===== config.mk =====
export PLATFORM = sky130hd
export DESIGN_NAME = output_rail_config_regs
export DESIGN_NICKNAME = d
export VERILOG_FILES = /design/src/output_rail_pkg.sv /design/src/serial_register_port.sv /design/src/output_rail_config_regs.sv
export VERILOG_INCLUDE_DIRS = /design/src
export SDC_FILE = /design/constraint.sdc
export NUM_CORES = 1
export LEC_CHECK = 0
export BUFFER_PORTS_ARGS = -buffer_cell sky130_fd_sc_hd__buf_4
export CAP_MARGIN = 20
export CORE_MARGIN = 5
export CORE_UTILIZATION = 35
export CTS_CLUSTER_SIZE = 12
export DETAILED_ROUTE_END_ITERATION = 8
export PLACE_DENSITY_LB_ADDON = 0.3
export SYNTH_ARGS = -nofsm -noshare
export SYNTH_HDL_FRONTEND = slang
export SYNTH_SLANG_ARGS = --single-unit
export TNS_END_PERCENT = 10

===== constraint.sdc =====
create_clock -name CLOCK -period 4.9 [get_ports CLOCK]
set_input_delay 0.245 -clock CLOCK [delete_from_list [all_inputs] [get_ports CLOCK]]
set_output_delay 0.245 -clock CLOCK [all_outputs]
set_load 0.03 [all_outputs]

===== src/output_rail_defs.svh =====
`ifndef OUTPUT_RAIL_DEFS_SVH
`define OUTPUT_RAIL_DEFS_SVH

// Bus address of this device (arbitrary value)
`define DEVICE_ADDRESS      7'h50

// Register offsets
`define ADDR_SYSTEM_RAIL    8'h06
`define ADDR_AUX_OUTPUT     8'h07
`define ADDR_PUSH_BUTTON    8'h08

// Reset values and writable bit masks
`define RESET_SYSTEM_RAIL   8'haa
`define RESET_AUX_OUTPUT    8'h28
`define RESET_PUSH_BUTTON   8'h68
`define WMASK_SYSTEM_RAIL   8'hfe
`define WMASK_AUX_OUTPUT    8'hfd
`define WMASK_PUSH_BUTTON   8'hfc

// System rail fields
`define SYS_EN_BIT          7
`define BUCK_RANGE_SELECT_HI          6
`define BUCK_RANGE_SELECT_LO          5
`define SYS_CODE_HI         4
`define SYS_CODE_LO         1

// Auxiliary output fields
`define AUX_EN_BIT          7
`define AUX_CODE_HI         6
`define AUX_CODE_LO         2
`define AUX_QUAL_BIT        0

// Push-button fields
`define PB_SHORT_SEL_BIT    7
`define PB_LONG_SEL_BIT     6
`define PB_RECOVER_BIT      5
`define PB_RTIME_HI         4
`define PB_RTIME_LO         3
`define PB_PGMR_BIT         2
`define PB_SHORT_STAT_BIT   1
`define PB_LONG_STAT_BIT    0

// Range select codes
`define RANGE_LOW_TABLE     2'h0
`define RANGE_LINEAR_LOW    2'h1
`define RANGE_MID_TABLE     2'h2
`define RANGE_LINEAR_HIGH   2'h3
`define MID_TABLE_OFFSET    5'h05

// Voltages in millivolts
`define BUCK_BASE_LOW_MV    12'h514
`define BUCK_BASE_HIGH_MV   12'h708
`define STEP_MV             12'h064
`define AUX_BASE_MV         12'h320
`define AUX_PASS_LIMIT_MV   12'hce4

// Timing
`define CLOCK_PERIOD_NS     5
`define TICK_PERIOD_NS      1000000
`define SHORT_FAST_MS       14'h0050
`define SHORT_SLOW_MS       14'h0258
`define LONG_FAST_MS        14'h03e8
`define LONG_SLOW_MS        14'h05dc
`define RESET_5S_MS         14'h1388
`define RESET_9S_MS         14'h2328
`define RESET_11S_MS        14'h2af8
`define RESET_15S_MS        14'h3a98
`define HOLD_MAX_MS         14'h3fff

`endif


===== src/output_rail_pkg.sv =====
`default_nettype none
package output_rail_pkg;

    // Register write carried from the serial port
    typedef struct packed {
        logic       strobe;
        logic [7:0] addr;
        logic [7:0] data;
    } reg_write_type;

    // Read access: address being read and a pulse when a byte is taken
    typedef struct packed {
        logic       taken;
        logic [7:0] addr;
    } reg_read_type;

    typedef enum logic [2:0] {
        ST_IDLE,
        ST_ADDR,
        ST_POINTER,
        ST_WRITE,
        ST_READ
    } serial_state_type;

endpackage
`default_nettype wire


===== src/serial_register_port.sv =====
`include "output_rail_defs.svh"
`default_nettype none
module serial_register_port (
    // Clock and reset
    input  wire logic                          clock,
    input  wire logic                          resetn,
    // Serial pins
    input  wire logic                          scl,
    input  wire logic                          sda_in,
    output var  logic                          sda_oe,
    // Register side
    output var output_rail_pkg::reg_write_type wr,
    output var output_rail_pkg::reg_read_type  rd,
    input  wire logic [7:0]                    rdata
);
    import output_rail_pkg::*;

    logic [1:0]       scl_sync;
    logic [1:0]       sda_sync;
    logic             scl_prev;
    logic             sda_prev;
    logic             scl_rise;
    logic             scl_fall;
    logic             start_seen;
    logic             stop_seen;
    serial_state_type state;
    logic [3:0]       bit_count;
    logic             ack_phase;
    logic [7:0]       shift;
    logic [7:0]       tx_byte;
    logic [7:0]       pointer;

    // Synchronisers and edge history
    always_ff @(posedge clock or negedge resetn) begin
        if (!resetn) begin
            scl_sync <= 2'h3;
            sda_sync <= 2'h3;
            scl_prev <= 1'b1;
            sda_prev <= 1'b1;
        end else begin
            scl_sync <= {scl_sync[0], scl};
            sda_sync <= {sda_sync[0], sda_in};
            scl_prev <= scl_sync[1];
            sda_prev <= sda_sync[1];
        end
    end

    // Bus conditions
    assign scl_rise   = scl_sync[1] & ~scl_prev;
    assign scl_fall   = ~scl_sync[1] & scl_prev;
    assign start_seen = scl_sync[1] & scl_prev & sda_prev & ~sda_sync[1];
    assign stop_seen  = scl_sync[1] & scl_prev & ~sda_prev & sda_sync[1];

    // Byte framing, acknowledge and register pointer
    always_ff @(posedge clock or negedge resetn) begin
        if (!resetn) begin
            state     <= ST_IDLE;
            bit_count <= 4'h0;
            ack_phase <= 1'b0;
            shift     <= 8'h00;
            tx_byte   <= 8'h00;
            pointer   <= 8'h00;
            sda_oe    <= 1'b0;
            wr        <= '0;
            rd        <= '0;
        end else begin
            wr.strobe <= 1'b0;
            rd.taken  <= 1'b0;
            rd.addr   <= pointer; // Lags the pointer by one cycle, reads come much later
            if (start_seen) begin
                state     <= ST_ADDR;
                bit_count <= 4'h0;
                ack_phase <= 1'b0;
                sda_oe    <= 1'b0;
            end else if (stop_seen) begin
                state  <= ST_IDLE;
                sda_oe <= 1'b0;
            end else if (state != ST_IDLE && scl_rise) begin
                if (ack_phase) begin
                    if (state == ST_READ && sda_sync[1]) begin
                        state <= ST_IDLE; // Master refused more data
                    end
                end else if (bit_count < 4'h8) begin
                    shift     <= {shift[6:0], sda_sync[1]};
                    bit_count <= bit_count + 4'h1;
                end
            end else if (state != ST_IDLE && scl_fall) begin
                if (ack_phase) begin
                    ack_phase <= 1'b0;
                    bit_count <= 4'h0;
                    if (state == ST_READ) begin
                        tx_byte  <= rdata;
                        sda_oe   <= ~rdata[7];
                        rd.taken <= 1'b1;
                        pointer  <= pointer + 8'h01;
                    end else begin
                        sda_oe <= 1'b0;
                    end
                end else if (bit_count == 4'h8) begin
                    ack_phase <= 1'b1;
                    sda_oe    <= 1'b1;
                    case (state)
                        ST_ADDR: begin
                            if (shift[7:1] != `DEVICE_ADDRESS) begin
                                state  <= ST_IDLE;
                                sda_oe <= 1'b0;
                            end else if (shift[0]) begin
                                state <= ST_READ;
                            end else begin
                                state <= ST_POINTER;
                            end
                        end
                        ST_POINTER: begin
                            pointer <= shift;
                            state   <= ST_WRITE;
                        end
                        ST_WRITE: begin
                            wr.strobe <= 1'b1;
                            wr.addr   <= pointer;
                            wr.data   <= shift;
                            pointer   <= pointer + 8'h01;
                        end
                        ST_READ: begin
                            sda_oe <= 1'b0; // Master drives its acknowledge
                        end
                        default: begin
                            sda_oe <= 1'b0;
                        end
                    endcase
                end else if (state == ST_READ) begin
                    sda_oe <= ~tx_byte[3'h7 - bit_count[2:0]];
                end
            end
        end
    end

endmodule
`default_nettype wire


===== src/output_rail_config_regs.sv =====
// Behaviour
// - A clear buck enable bit stops the buck and pulls it low.
// - The range select picks one of four buck spans.
// - Linear-range code bits weigh 800, 400, 200 and 100 mV.
// - Range 01 gives 1.30 V plus code times 100 mV.
// - Range 11 gives 1.80 V plus code times 100 mV.
// - Ranges 00 and 10 map the code through a fixed table.
// - The aux target is 0.8 V plus code times 100 mV.
// - An aux code above 3.3 V selects pass-through.
// - A new aux level applies only while bit and pin hold it off.
// - The aux enable bit or the control pin switches it on; reset is off, code 01010.
// - A button reset follows its hold time, qualified by input supply.
// - The button register resets to 011010 above two status bits.
// - Wake status bits set on their hold times and clear once read.
// - Bits 4:3 pick a 5, 9, 11 or 15 second reset hold.
`include "output_rail_defs.svh"
`default_nettype none
module output_rail_config_regs #(
    parameter int TICK_CYCLES = `TICK_PERIOD_NS / `CLOCK_PERIOD_NS
) (
    // Clock and reset
    input  wire logic        CLOCK,
    input  wire logic        RESETN,
    // Serial management bus
    input  wire logic        SCL,
    input  wire logic        SDA_IN,
    output var  logic        SDA_OUT,
    output var  logic        SDA_OE,
    // External pins
    input  wire logic        PUSH_BUTTON_INPUT_N,
    input  wire logic        AUX_CONTROL_PIN,
    input  wire logic        VIN_VALID,
    // Buck rail control
    output var  logic        BUCK_ENABLE,
    output var  logic        BUCK_PULL_LOW,
    output var  logic [11:0] BUCK_TARGET_MV,
    // Auxiliary output control
    output var  logic        AUX_OUTPUT_ON,
    output var  logic        AUX_PASS_THROUGH,
    output var  logic [11:0] AUX_TARGET_MV,
    // Push-button results
    output var  logic        BUTTON_RESET,
    output var  logic        RECOVER_TO_HIGH_Z,
    output var  logic        STATUS_PIN_AS_BUTTON
);
    import output_rail_pkg::*;

    reg_write_type wr;
    reg_read_type  rd;
    logic [7:0]    rdata;
    logic [7:0]    system_rail_control;
    logic [7:0]    aux_output_control;
    logic [7:0]    push_button_control;
    logic          short_press_status;
    logic          long_press_status;
    logic [4:0]    aux_level_applied;
    logic [2:0]    pin_meta;
    logic [2:0]    pin_sync;
    logic          button_pressed;
    logic          aux_pin_on;
    logic          vin_ok;
    logic [17:0]   tick_count;
    logic          tick;
    logic [13:0]   hold_ms;
    logic [13:0]   next_hold_ms;
    logic          reset_issued;
    logic          short_hit;
    logic          long_hit;
    logic          reset_due;
    logic          status_read;
    logic [11:0]   next_buck_mv;
    logic [11:0]   next_aux_mv;

    // Table ranges; range 10 starts at entry 5
    function automatic logic [11:0] table_mv(input logic [4:0] index);
        case (index)
            5'h00:   table_mv = 12'h44c;
            5'h01:   table_mv = 12'h4b0;
            5'h02:   table_mv = 12'h4e2;
            5'h03:   table_mv = 12'h535;
            5'h04:   table_mv = 12'h589;
            5'h05:   table_mv = 12'h5dc;
            5'h06:   table_mv = 12'h62f;
            5'h07:   table_mv = 12'h683;
            5'h08:   table_mv = 12'h6d6;
            5'h09:   table_mv = 12'h729;
            5'h0a:   table_mv = 12'h77d;
            5'h0b:   table_mv = 12'h7d0;
            5'h0c:   table_mv = 12'h823;
            5'h0d:   table_mv = 12'h877;
            5'h0e:   table_mv = 12'h8ca;
            5'h0f:   table_mv = 12'h91d;
            5'h10:   table_mv = 12'h971;
            5'h11:   table_mv = 12'h9c4;
            5'h12:   table_mv = 12'ha17;
            5'h13:   table_mv = 12'ha6b;
            default: table_mv = 12'habe;
        endcase
    endfunction

    // Hold time selected by the reset time field
    function automatic logic [13:0] reset_hold_ms(input logic [1:0] code);
        case (code)
            2'h0:    reset_hold_ms = `RESET_5S_MS;
            2'h1:    reset_hold_ms = `RESET_9S_MS;
            2'h2:    reset_hold_ms = `RESET_11S_MS;
            default: reset_hold_ms = `RESET_15S_MS;
        endcase
    endfunction

    serial_register_port port (
        .clock  (CLOCK),
        .resetn (RESETN),
        .scl    (SCL),
        .sda_in (SDA_IN),
        .sda_oe (SDA_OE),
        .wr     (wr),
        .rd     (rd),
        .rdata  (rdata)
    );

    // Open-drain data pin only ever pulls low
    always_ff @(posedge CLOCK or negedge RESETN) begin
        if (!RESETN) begin
            SDA_OUT <= 1'b0;
        end else begin
            SDA_OUT <= 1'b0;
        end
    end

    // Pin synchronisers
    always_ff @(posedge CLOCK or negedge RESETN) begin
        if (!RESETN) begin
            pin_meta <= 3'h1;
            pin_sync <= 3'h1;
        end else begin
            pin_meta <= {VIN_VALID, AUX_CONTROL_PIN, PUSH_BUTTON_INPUT_N};
            pin_sync <= pin_meta;
        end
    end

    assign button_pressed = ~pin_sync[0];
    assign aux_pin_on     = pin_sync[1];
    assign vin_ok         = pin_sync[2];

    // Register writes, read-only bits masked
    always_ff @(posedge CLOCK or negedge RESETN) begin
        if (!RESETN) begin
            system_rail_control <= `RESET_SYSTEM_RAIL;
            aux_output_control  <= `RESET_AUX_OUTPUT;
            push_button_control <= `RESET_PUSH_BUTTON;
        end else if (wr.strobe) begin
            if (wr.addr == `ADDR_SYSTEM_RAIL) begin
                system_rail_control <= wr.data & `WMASK_SYSTEM_RAIL;
            end else if (wr.addr == `ADDR_AUX_OUTPUT) begin
                aux_output_control <= wr.data & `WMASK_AUX_OUTPUT;
            end else if (wr.addr == `ADDR_PUSH_BUTTON) begin
                push_button_control <= wr.data & `WMASK_PUSH_BUTTON;
            end
        end
    end

    // Read data; unmapped offsets read zero
    always_comb begin
        if (rd.addr == `ADDR_SYSTEM_RAIL) begin
            rdata = system_rail_control;
        end else if (rd.addr == `ADDR_AUX_OUTPUT) begin
            rdata = aux_output_control;
        end else if (rd.addr == `ADDR_PUSH_BUTTON) begin
            rdata = push_button_control;
            rdata[`PB_SHORT_STAT_BIT] = short_press_status;
            rdata[`PB_LONG_STAT_BIT]  = long_press_status;
        end else begin
            rdata = 8'h00;
        end
    end

    assign status_read = rd.taken && (rd.addr == `ADDR_PUSH_BUTTON);

    // Buck target from range select and level code
    always_comb begin
        case (system_rail_control[`BUCK_RANGE_SELECT_HI:`BUCK_RANGE_SELECT_LO])
            `RANGE_LINEAR_LOW: begin
                next_buck_mv = `BUCK_BASE_LOW_MV
                    + 12'(system_rail_control[`SYS_CODE_HI:`SYS_CODE_LO]) * `STEP_MV;
            end
            `RANGE_LINEAR_HIGH: begin
                next_buck_mv = `BUCK_BASE_HIGH_MV
                    + 12'(system_rail_control[`SYS_CODE_HI:`SYS_CODE_LO]) * `STEP_MV;
            end
            `RANGE_MID_TABLE: begin
                next_buck_mv = table_mv(5'(system_rail_control[`SYS_CODE_HI:`SYS_CODE_LO])
                    + `MID_TABLE_OFFSET);
            end
            default: begin
                next_buck_mv = table_mv(5'(system_rail_control[`SYS_CODE_HI:`SYS_CODE_LO]));
            end
        endcase
    end

    // Buck outputs
    always_ff @(posedge CLOCK or negedge RESETN) begin
        if (!RESETN) begin
            BUCK_ENABLE    <= 1'b0;
            BUCK_PULL_LOW  <= 1'b1;
            BUCK_TARGET_MV <= `BUCK_BASE_HIGH_MV;
        end else begin
            BUCK_ENABLE    <= system_rail_control[`SYS_EN_BIT];
            BUCK_PULL_LOW  <= ~system_rail_control[`SYS_EN_BIT];
            BUCK_TARGET_MV <= next_buck_mv;
        end
    end

    // Aux level copied only while the output is held off
    always_ff @(posedge CLOCK or negedge RESETN) begin
        if (!RESETN) begin
            aux_level_applied <= 5'(`RESET_AUX_OUTPUT >> `AUX_CODE_LO);
        end else if (!aux_output_control[`AUX_EN_BIT] && !aux_pin_on) begin
            aux_level_applied <= aux_output_control[`AUX_CODE_HI:`AUX_CODE_LO];
        end
    end

    assign next_aux_mv = `AUX_BASE_MV + 12'(aux_level_applied) * `STEP_MV;

    // Auxiliary outputs
    always_ff @(posedge CLOCK or negedge RESETN) begin
        if (!RESETN) begin
            AUX_OUTPUT_ON    <= 1'b0;
            AUX_PASS_THROUGH <= 1'b0;
            AUX_TARGET_MV    <= `AUX_BASE_MV;
        end else begin
            AUX_OUTPUT_ON    <= aux_output_control[`AUX_EN_BIT] | aux_pin_on;
            AUX_PASS_THROUGH <= next_aux_mv > `AUX_PASS_LIMIT_MV;
            AUX_TARGET_MV    <= next_aux_mv;
        end
    end

    // Millisecond tick
    always_ff @(posedge CLOCK or negedge RESETN) begin
        if (!RESETN) begin
            tick_count <= 18'h00000;
            tick       <= 1'b0;
        end else if (tick_count == 18'(TICK_CYCLES - 1)) begin
            tick_count <= 18'h00000;
            tick       <= 1'b1;
        end else begin
            tick_count <= tick_count + 18'h00001;
            tick       <= 1'b0;
        end
    end

    // Press duration in milliseconds, saturating
    assign next_hold_ms = (hold_ms == `HOLD_MAX_MS) ? hold_ms : hold_ms + 14'h0001;

    always_ff @(posedge CLOCK or negedge RESETN) begin
        if (!RESETN) begin
            hold_ms <= 14'h0000;
        end else if (!button_pressed) begin
            hold_ms <= 14'h0000;
        end else if (tick) begin
            hold_ms <= next_hold_ms;
        end
    end

    assign short_hit = button_pressed && tick && (next_hold_ms ==
        (push_button_control[`PB_SHORT_SEL_BIT] ? `SHORT_SLOW_MS : `SHORT_FAST_MS));
    assign long_hit  = button_pressed && tick && (next_hold_ms ==
        (push_button_control[`PB_LONG_SEL_BIT] ? `LONG_SLOW_MS : `LONG_FAST_MS));
    assign reset_due = button_pressed && !reset_issued
        && (hold_ms >= reset_hold_ms(push_button_control[`PB_RTIME_HI:`PB_RTIME_LO]))
        && (!aux_output_control[`AUX_QUAL_BIT] || vin_ok);

    // Wake status, set wins over read clear
    always_ff @(posedge CLOCK or negedge RESETN) begin
        if (!RESETN) begin
            short_press_status <= 1'b0;
            long_press_status  <= 1'b0;
        end else begin
            short_press_status <= short_hit | (short_press_status & ~status_read);
            long_press_status  <= long_hit | (long_press_status & ~status_read);
        end
    end

    // One reset pulse per press
    always_ff @(posedge CLOCK or negedge RESETN) begin
        if (!RESETN) begin
            reset_issued <= 1'b0;
            BUTTON_RESET <= 1'b0;
        end else begin
            BUTTON_RESET <= reset_due;
            if (!button_pressed) begin
                reset_issued <= 1'b0;
            end else if (reset_due) begin
                reset_issued <= 1'b1;
            end
        end
    end

    // Push-button mode outputs
    always_ff @(posedge CLOCK or negedge RESETN) begin
        if (!RESETN) begin
            RECOVER_TO_HIGH_Z    <= 1'b1;
            STATUS_PIN_AS_BUTTON <= 1'b0;
        end else begin
            RECOVER_TO_HIGH_Z    <= push_button_control[`PB_RECOVER_BIT];
            STATUS_PIN_AS_BUTTON <= push_button_control[`PB_PGMR_BIT];
        end
    end

endmodule
`default_nettype wire


; ---- Word level (Yosys, flattened, before mapping)
; Memories as Yosys holds them, arrays and structs flattened.
; Cells that the tools add are included.
[word_totals]
register_bits = 163
out_inout_bits = 33
rom_bits = 576
inputBits = 7
mem_count = 2
word_cells = 220
[memory_table]
columns = name, depth, word_bits, rd, rd_clocked_by_memory_dff, wr, line_no
row1 = (no name shown), 32, 12, 1, 0, 0, output_rail_config_regs.sv:76  ; case (index)
row2 = (no name shown), 16, 12, 1, 0, 0, output_rail_config_regs.sv:76
[classes]
n_reduce_logical = 42
bitwise_logic = 27
mul = 2
eq_ne = 30
magnitude_cmp = 4
muxes = 67
n_addsub = 9
[ops]
columns = cell, n
row1 = 17-bit two-way mux, 7
row2 = 8-bit two-way mux, 6
row3 = 14-bit two-way mux, 3
row4 = 14-bit case mux with 3 select lines, 1
row5 = 12-bit case mux with 3 select lines, 1
row6 = 8-bit by 3-bit == test with 1-bit output (second input constant), 4
row7 = 3-bit two-way mux, 10
row8 = 4-bit two-way mux, 7
row9 = 1-bit two-way mux, 25
row10 = 11-bit by 11-bit adder with 12-bit output (first input constant), 2
row11 = 18-bit by 1-bit adder with 18-bit output (second input constant), 1
row12 = 18-bit == test (second input constant), 1
row13 = 18-bit two-way mux, 1
row14 = 8-bit by 4-bit == test with 1-bit output (second input constant), 2
row15 = 8-bit case mux with 2 select lines, 1
row16 = 1-bit NOT, 15
row17 = 3-bit nonzero test, 5
row18 = 14-bit by 1-bit adder with 14-bit output (second input constant), 1
row19 = 14-bit by 10-bit == test with 1-bit output, 1
row20 = 14-bit by 11-bit == test with 1-bit output, 1
row21 = 14-bit == test (second input constant), 1
row22 = 14-bit greater-or-equal comparator, 1
row23 = 7-bit AND reduction, 2
row24 = 10-bit by 12-bit adder with 12-bit output (first input constant), 1
row25 = other kinds (42), 81

; ---- Logic depth before layout (Yosys ltp)
[logic_depth]
ltp_word = 11
mapped_depth = 13
ltp_nobuf = 12

; ---- By module
; From an unflattened synthesis, not the netlist that was laid out.
[unflattened]
hier_cells = 919
area_unflattened_um2 = 9339.0
[modules_own_cells]
columns = mod, cells_each, area_each_um2, seq_area_each_um2, instances
row1 = output_rail_config_regs, 682, 6465.0, 2429.8, 1
row2 = serial_register_port, 237, 2874.0, 1634.1, 1

; ---- Worst setup path after synthesis
; OpenSTA, ideal clock, no wires.
[synth_timing]
kind = register to register
start = register system_rail_control[1]
end = register BUCK_TARGET_MV[10]
required_time_ns = 4.821
path_slack_ns = 1.705
period_less_slack_ns = 3.195
arrival_time_ns = 3.117
setup_ns = 0.079
stages_incl_launch_ff = 14
path_cell_list = dfstp_2 -> buf_1 -> inv_1 -> ha_1 -> ha_1 -> inv_1 -> fa_1 -> and3b_1 -> clkbuf_1 -> nand2_1 -> a31oi_1 -> a211oi_1 -> xor2_1 -> o21ai_0
[synth_between]
elab_chain_len = 3
[synth_rtl]
columns = item, line_no
row1 = start: declaration, output_rail_config_regs.sv:51  ; logic [7:0] system_rail_control;
row2 = start signal: assignment, output_rail_config_regs.sv:149  ; system_rail_control <= `RESET_SYSTEM_RAIL;
row3 = start signal: assignment, output_rail_config_regs.sv:154  ; system_rail_control <= wr.data & `WMASK_SYSTEM_RAIL;
row4 = 4-bit by 5-bit multiplier with 9-bit output (no line) / 4-bit by 3-bit adder with 5-bit output (equally long branches), -
row5 = 11-bit by 11-bit adder with 12-bit output (no line) / memory 32 x 12 bit (equally long branches), -
row6 = 12-bit case mux with 3 select lines *, output_rail_config_regs.sv:182  ; case (system_rail_control[`BUCK_RANGE_SELECT_HI:`BUCK_RANGE_SELECT_LO])
row7 = via next_buck_mv[10], output_rail_config_regs.sv:71  ; logic [11:0] next_buck_mv;
row8 = end signal: assignment, output_rail_config_regs.sv:206  ; BUCK_TARGET_MV <= `BUCK_BASE_HIGH_MV;
row9 = end signal: assignment, output_rail_config_regs.sv:210  ; BUCK_TARGET_MV <= next_buck_mv;
row10 = end: declaration, output_rail_config_regs.sv:36  ; output var logic [11:0] BUCK_TARGET_MV,
; The timed path passes the listed nets; every way through them passes the cells marked *.
; A chain may end at the register's enable or synchronous reset.

; ---- Final worst setup path
; Same ends and word-level chain as after synthesis.

==> results.md <==
- Number of nets with antenna violations after routing: 0
- First-pass GRT wire length: 33350 um
- Final hold slack: 0.3537 ns
- Gr busiest metal: met2
- GR Layer Usage met3: 2.934%
- GRT Util Overall: 13.85%
- Non-filler instance count after layout: 1270
- Antenna diodes: 0
- Critical path type: register to register
- Met1 GRT Util: 19.27%
- RSZ-0062 raised after global routing: false
- Layout cell share with drive strength beyond 1: 16.49%
- Most common cell after layout, fill and taps aside: dfrtp_1
- Clk pin slew, worst setup/hold paths: 0.07 ns
- Leakage: 4.590 nW
- Most frequent cells in the layout: 133 x dfrtp_1, 78 x nand2_1, 72 x nor2_1
- CP max-delay cell: dfstp_2
- Die Span Y: 170.8 um
- Final setup viols: 0
- Routed WL: 19590 um
- Average vias per placed instance: 5.300
- Rel. slew slack: 29.77%
- Placed Cells: 1232
- Slew @ Worst Pin: 1.053 ns
- Starting density of the core: 35.74%
- Post-synthesis cell area: 9051 um2
- Final hold vios: 0
- Final nets: 991
- Final Wtd Congestion: 0.8790
- Setup bufs post-CTS: 0
- Worst Hold Class: register to register
- Core Box Area: 25330 um2
- Initial antenna violation count: 0
- Crit end category: register
- Worst-Skew Late Latency: 0.43 ns
- Detailed-router iteration count before antenna repair: 5
- Yosys warns: 0
- TritonCTS clock tree: done
- Post-synth ARST share: 100.0%
- Design area: 10210 um2
- Worst Clk Skew: 0.01403 ns
- Required @ worst endpoint: 5.24 ns
- Period utilization: 69.91%
- CTS Sinks: 161
- CTS buffer count: 17
- Slew Viols, Final: 0
- Post-synthesis sequential area ratio: 44.90%
- Post-synth EDFFs: 0
- Outcome: finished clean
- Syn avg cell area: 10.01 um2
- Placed Area: 9557 um2
- Clock root cell: clkbuf_16
- Number of global-route vias before repair: 6524
- Fin crit period: 3.426 ns
- Detailed placement HPWL: 13900 um
- Num rows: 58
- WP buf/inv: 2
- Slowest cell delay on critical path: 0.75 ns
- I/O pins: 40
- Slack of the worst reg-to-reg path: 1.47 ns
- Drc violations: 0
- Main flop type after synthesis: dfrtp_1
- Sum Neg Setup Slack: 0 ns
- CP Cell Sequence: inv_1 -> ha_1 -> ha_1 -> inv_1 -> fa_1 -> and3b_1 -> nand2_1 -> a31oi_1 -> a211oi_1 -> xor2_1 -> o21ai_0
- Max cap viols: 0
- Syn Inst Count: 904
- Area growth, synth to finish: 12.79%
- Crit path max-delay family: adder cells
- PwrDens: 282.9 nW/um2
- Crit path DAT: 3.77 ns
- Port Buffers: 36
- Detailed Route Iter0 Violations: 453
- Die width: 170.8 um
- CP startpoint kind: register
- Routed len/inst: 15.43 um
- GR Util met2: 22.13%
- F_max: 0.2919 GHz
- Seq cells post-synth: 161
- Grt total ovfl: 0
- Depth of the CTS H-tree: 4
- VDD IR-drop max: 0.2101 mV
- Largest net degree at the start of global routing: 70
- Full die area: 29180 um2
- Crit-path max FO: 17
- Clock Path Buffers: 2
- Via count: 6731
- Synth cell types: 80
==> state kept, by name (all words and copies together), names as in the netlist, 2 cells and up <==
| register | count |
|---|---|
| port.tx_byte | 8 |
| aux_output_control | 7 |
| AUX_TARGET_MV | 10 |
| port.pointer | 8 |
| BUCK_TARGET_MV | 12 |
| aux_level_applied | 5 |
| port.bit_count | 4 |
| port.scl_sync | 2 |
| port.wr | 17 |
| push_button_control | 6 |
| tick_count | 18 |
| pin_sync | 3 |
| port.rd | 9 |
| hold_ms | 14 |
| port.state | 3 |
| port.shift | 8 |
| system_rail_control | 7 |
| pin_meta | 3 |
| port.sda_sync | 2 |
==> timing repair <==
item / 4_1_cts / 5_1_grt
resized for setup: 0 / 0
hold buffers: 6 / 0
hold endpoints to repair: 59 / 0
==> Yosys cell counts (all sizes together), types with 5 or more instances <==
cell type / n / area [um2]
o22ai: 5 / 31.28
inv: 39 / 146.4
a21o: 7 / 52.55
xnor2: 27 / 236.5
or3: 6 / 37.54
nor2b: 7 / 43.79
nor3b: 8 / 60.06
buf: 27 / 162.7
and3: 11 / 68.82
clkbuf: 19 / 71.32
a21oi: 53 / 265.3
o211ai: 6 / 45.04
xor2: 22 / 192.7
ha: 55 / 688.2
nand2b: 6 / 37.54
nor3: 25 / 140.1
nor2: 72 / 270.3
nand4: 11 / 75.07
nand2: 79 / 299.0
nand3: 29 / 145.1
dfrtp: 133 / 3328
o31ai: 7 / 52.55
o21ai: 62 / 310.3
nor4: 9 / 90.09
and2: 10 / 62.56
dfstp: 28 / 735.7
a211oi: 11 / 82.58
mux2i: 11 / 110.1
mux2: 38 / 454.2
a31oi: 13 / 81.33
a222oi: 6 / 60.06
==> layout make-up <==
class / count / area, um2
Clock buffer: 17 / 425.4
Clock inverter: 15 / 166.4
Fill cell: 2450 / 15120
Inverter: 39 / 146.4
Multi-Input combinational cell: 660 / 4614
Sequential cell: 161 / 4064
Tap cell: 330 / 412.9
Timing Repair Buffer: 48 / 379.1
==> logic make-up after synthesis <==
kind of cell	Yosys count	synth area share, %
simple gates	291	16.45
compound gates	208	14.56
flops	161	44.90
buf+inv	85	4.202
fa+ha+maj	57	8.045
mux	52	7.064
xor+xnor	49	4.741
other cells	1	0.04143
==> routing by layer <==
| metal | wire (um) | share of wire, % |
|---|---|---|
| met3 | 848 | 4.3 |
| met5 | 0 | 0 |
| met2 | 9079 | 46 |
| met4 | 325 | 1.7 |
| met1 | 9339 | 48 |
==> power breakdown <==
| part | switching (mW) | total (mW) | internal (mW) |
|---|---|---|---|
| sequential | 0.0703 | 1.45 | 1.38 |
| clock | 0.623 | 1.31 | 0.685 |
| combinational | 0.0675 | 0.133 | 0.0650 |
==> final timing paths <==
check                                       startpoint                 end  cells after the start
min in group asynchronous                       RESETN    AUX_TARGET_MV[7]                      2
worst max-delay path            system_rail_control[1]  BUCK_TARGET_MV[10]                     11
worst min-delay path                       pin_meta[2]         pin_sync[2]                      0
worst max register to register  system_rail_control[1]  BUCK_TARGET_MV[10]                     11
worst min register to register             pin_meta[2]         pin_sync[2]                      0
max in group asynchronous                       RESETN                tick                      3
==> stage by stage <==
stage,util [%],total power [mW],setup WS (ns)
2_1_floorplan,-,1.537,1.705
3_3_place_gp,37.73,1.598,1.578
3_5_place_dp,37.73,1.604,1.496
4_1_cts,40.31,2.931,1.484
5_1_grt,40.31,3.017,1.233
6_report,40.31,2.888,1.474
Note: power is estimated with default switching activity, not from simulation.
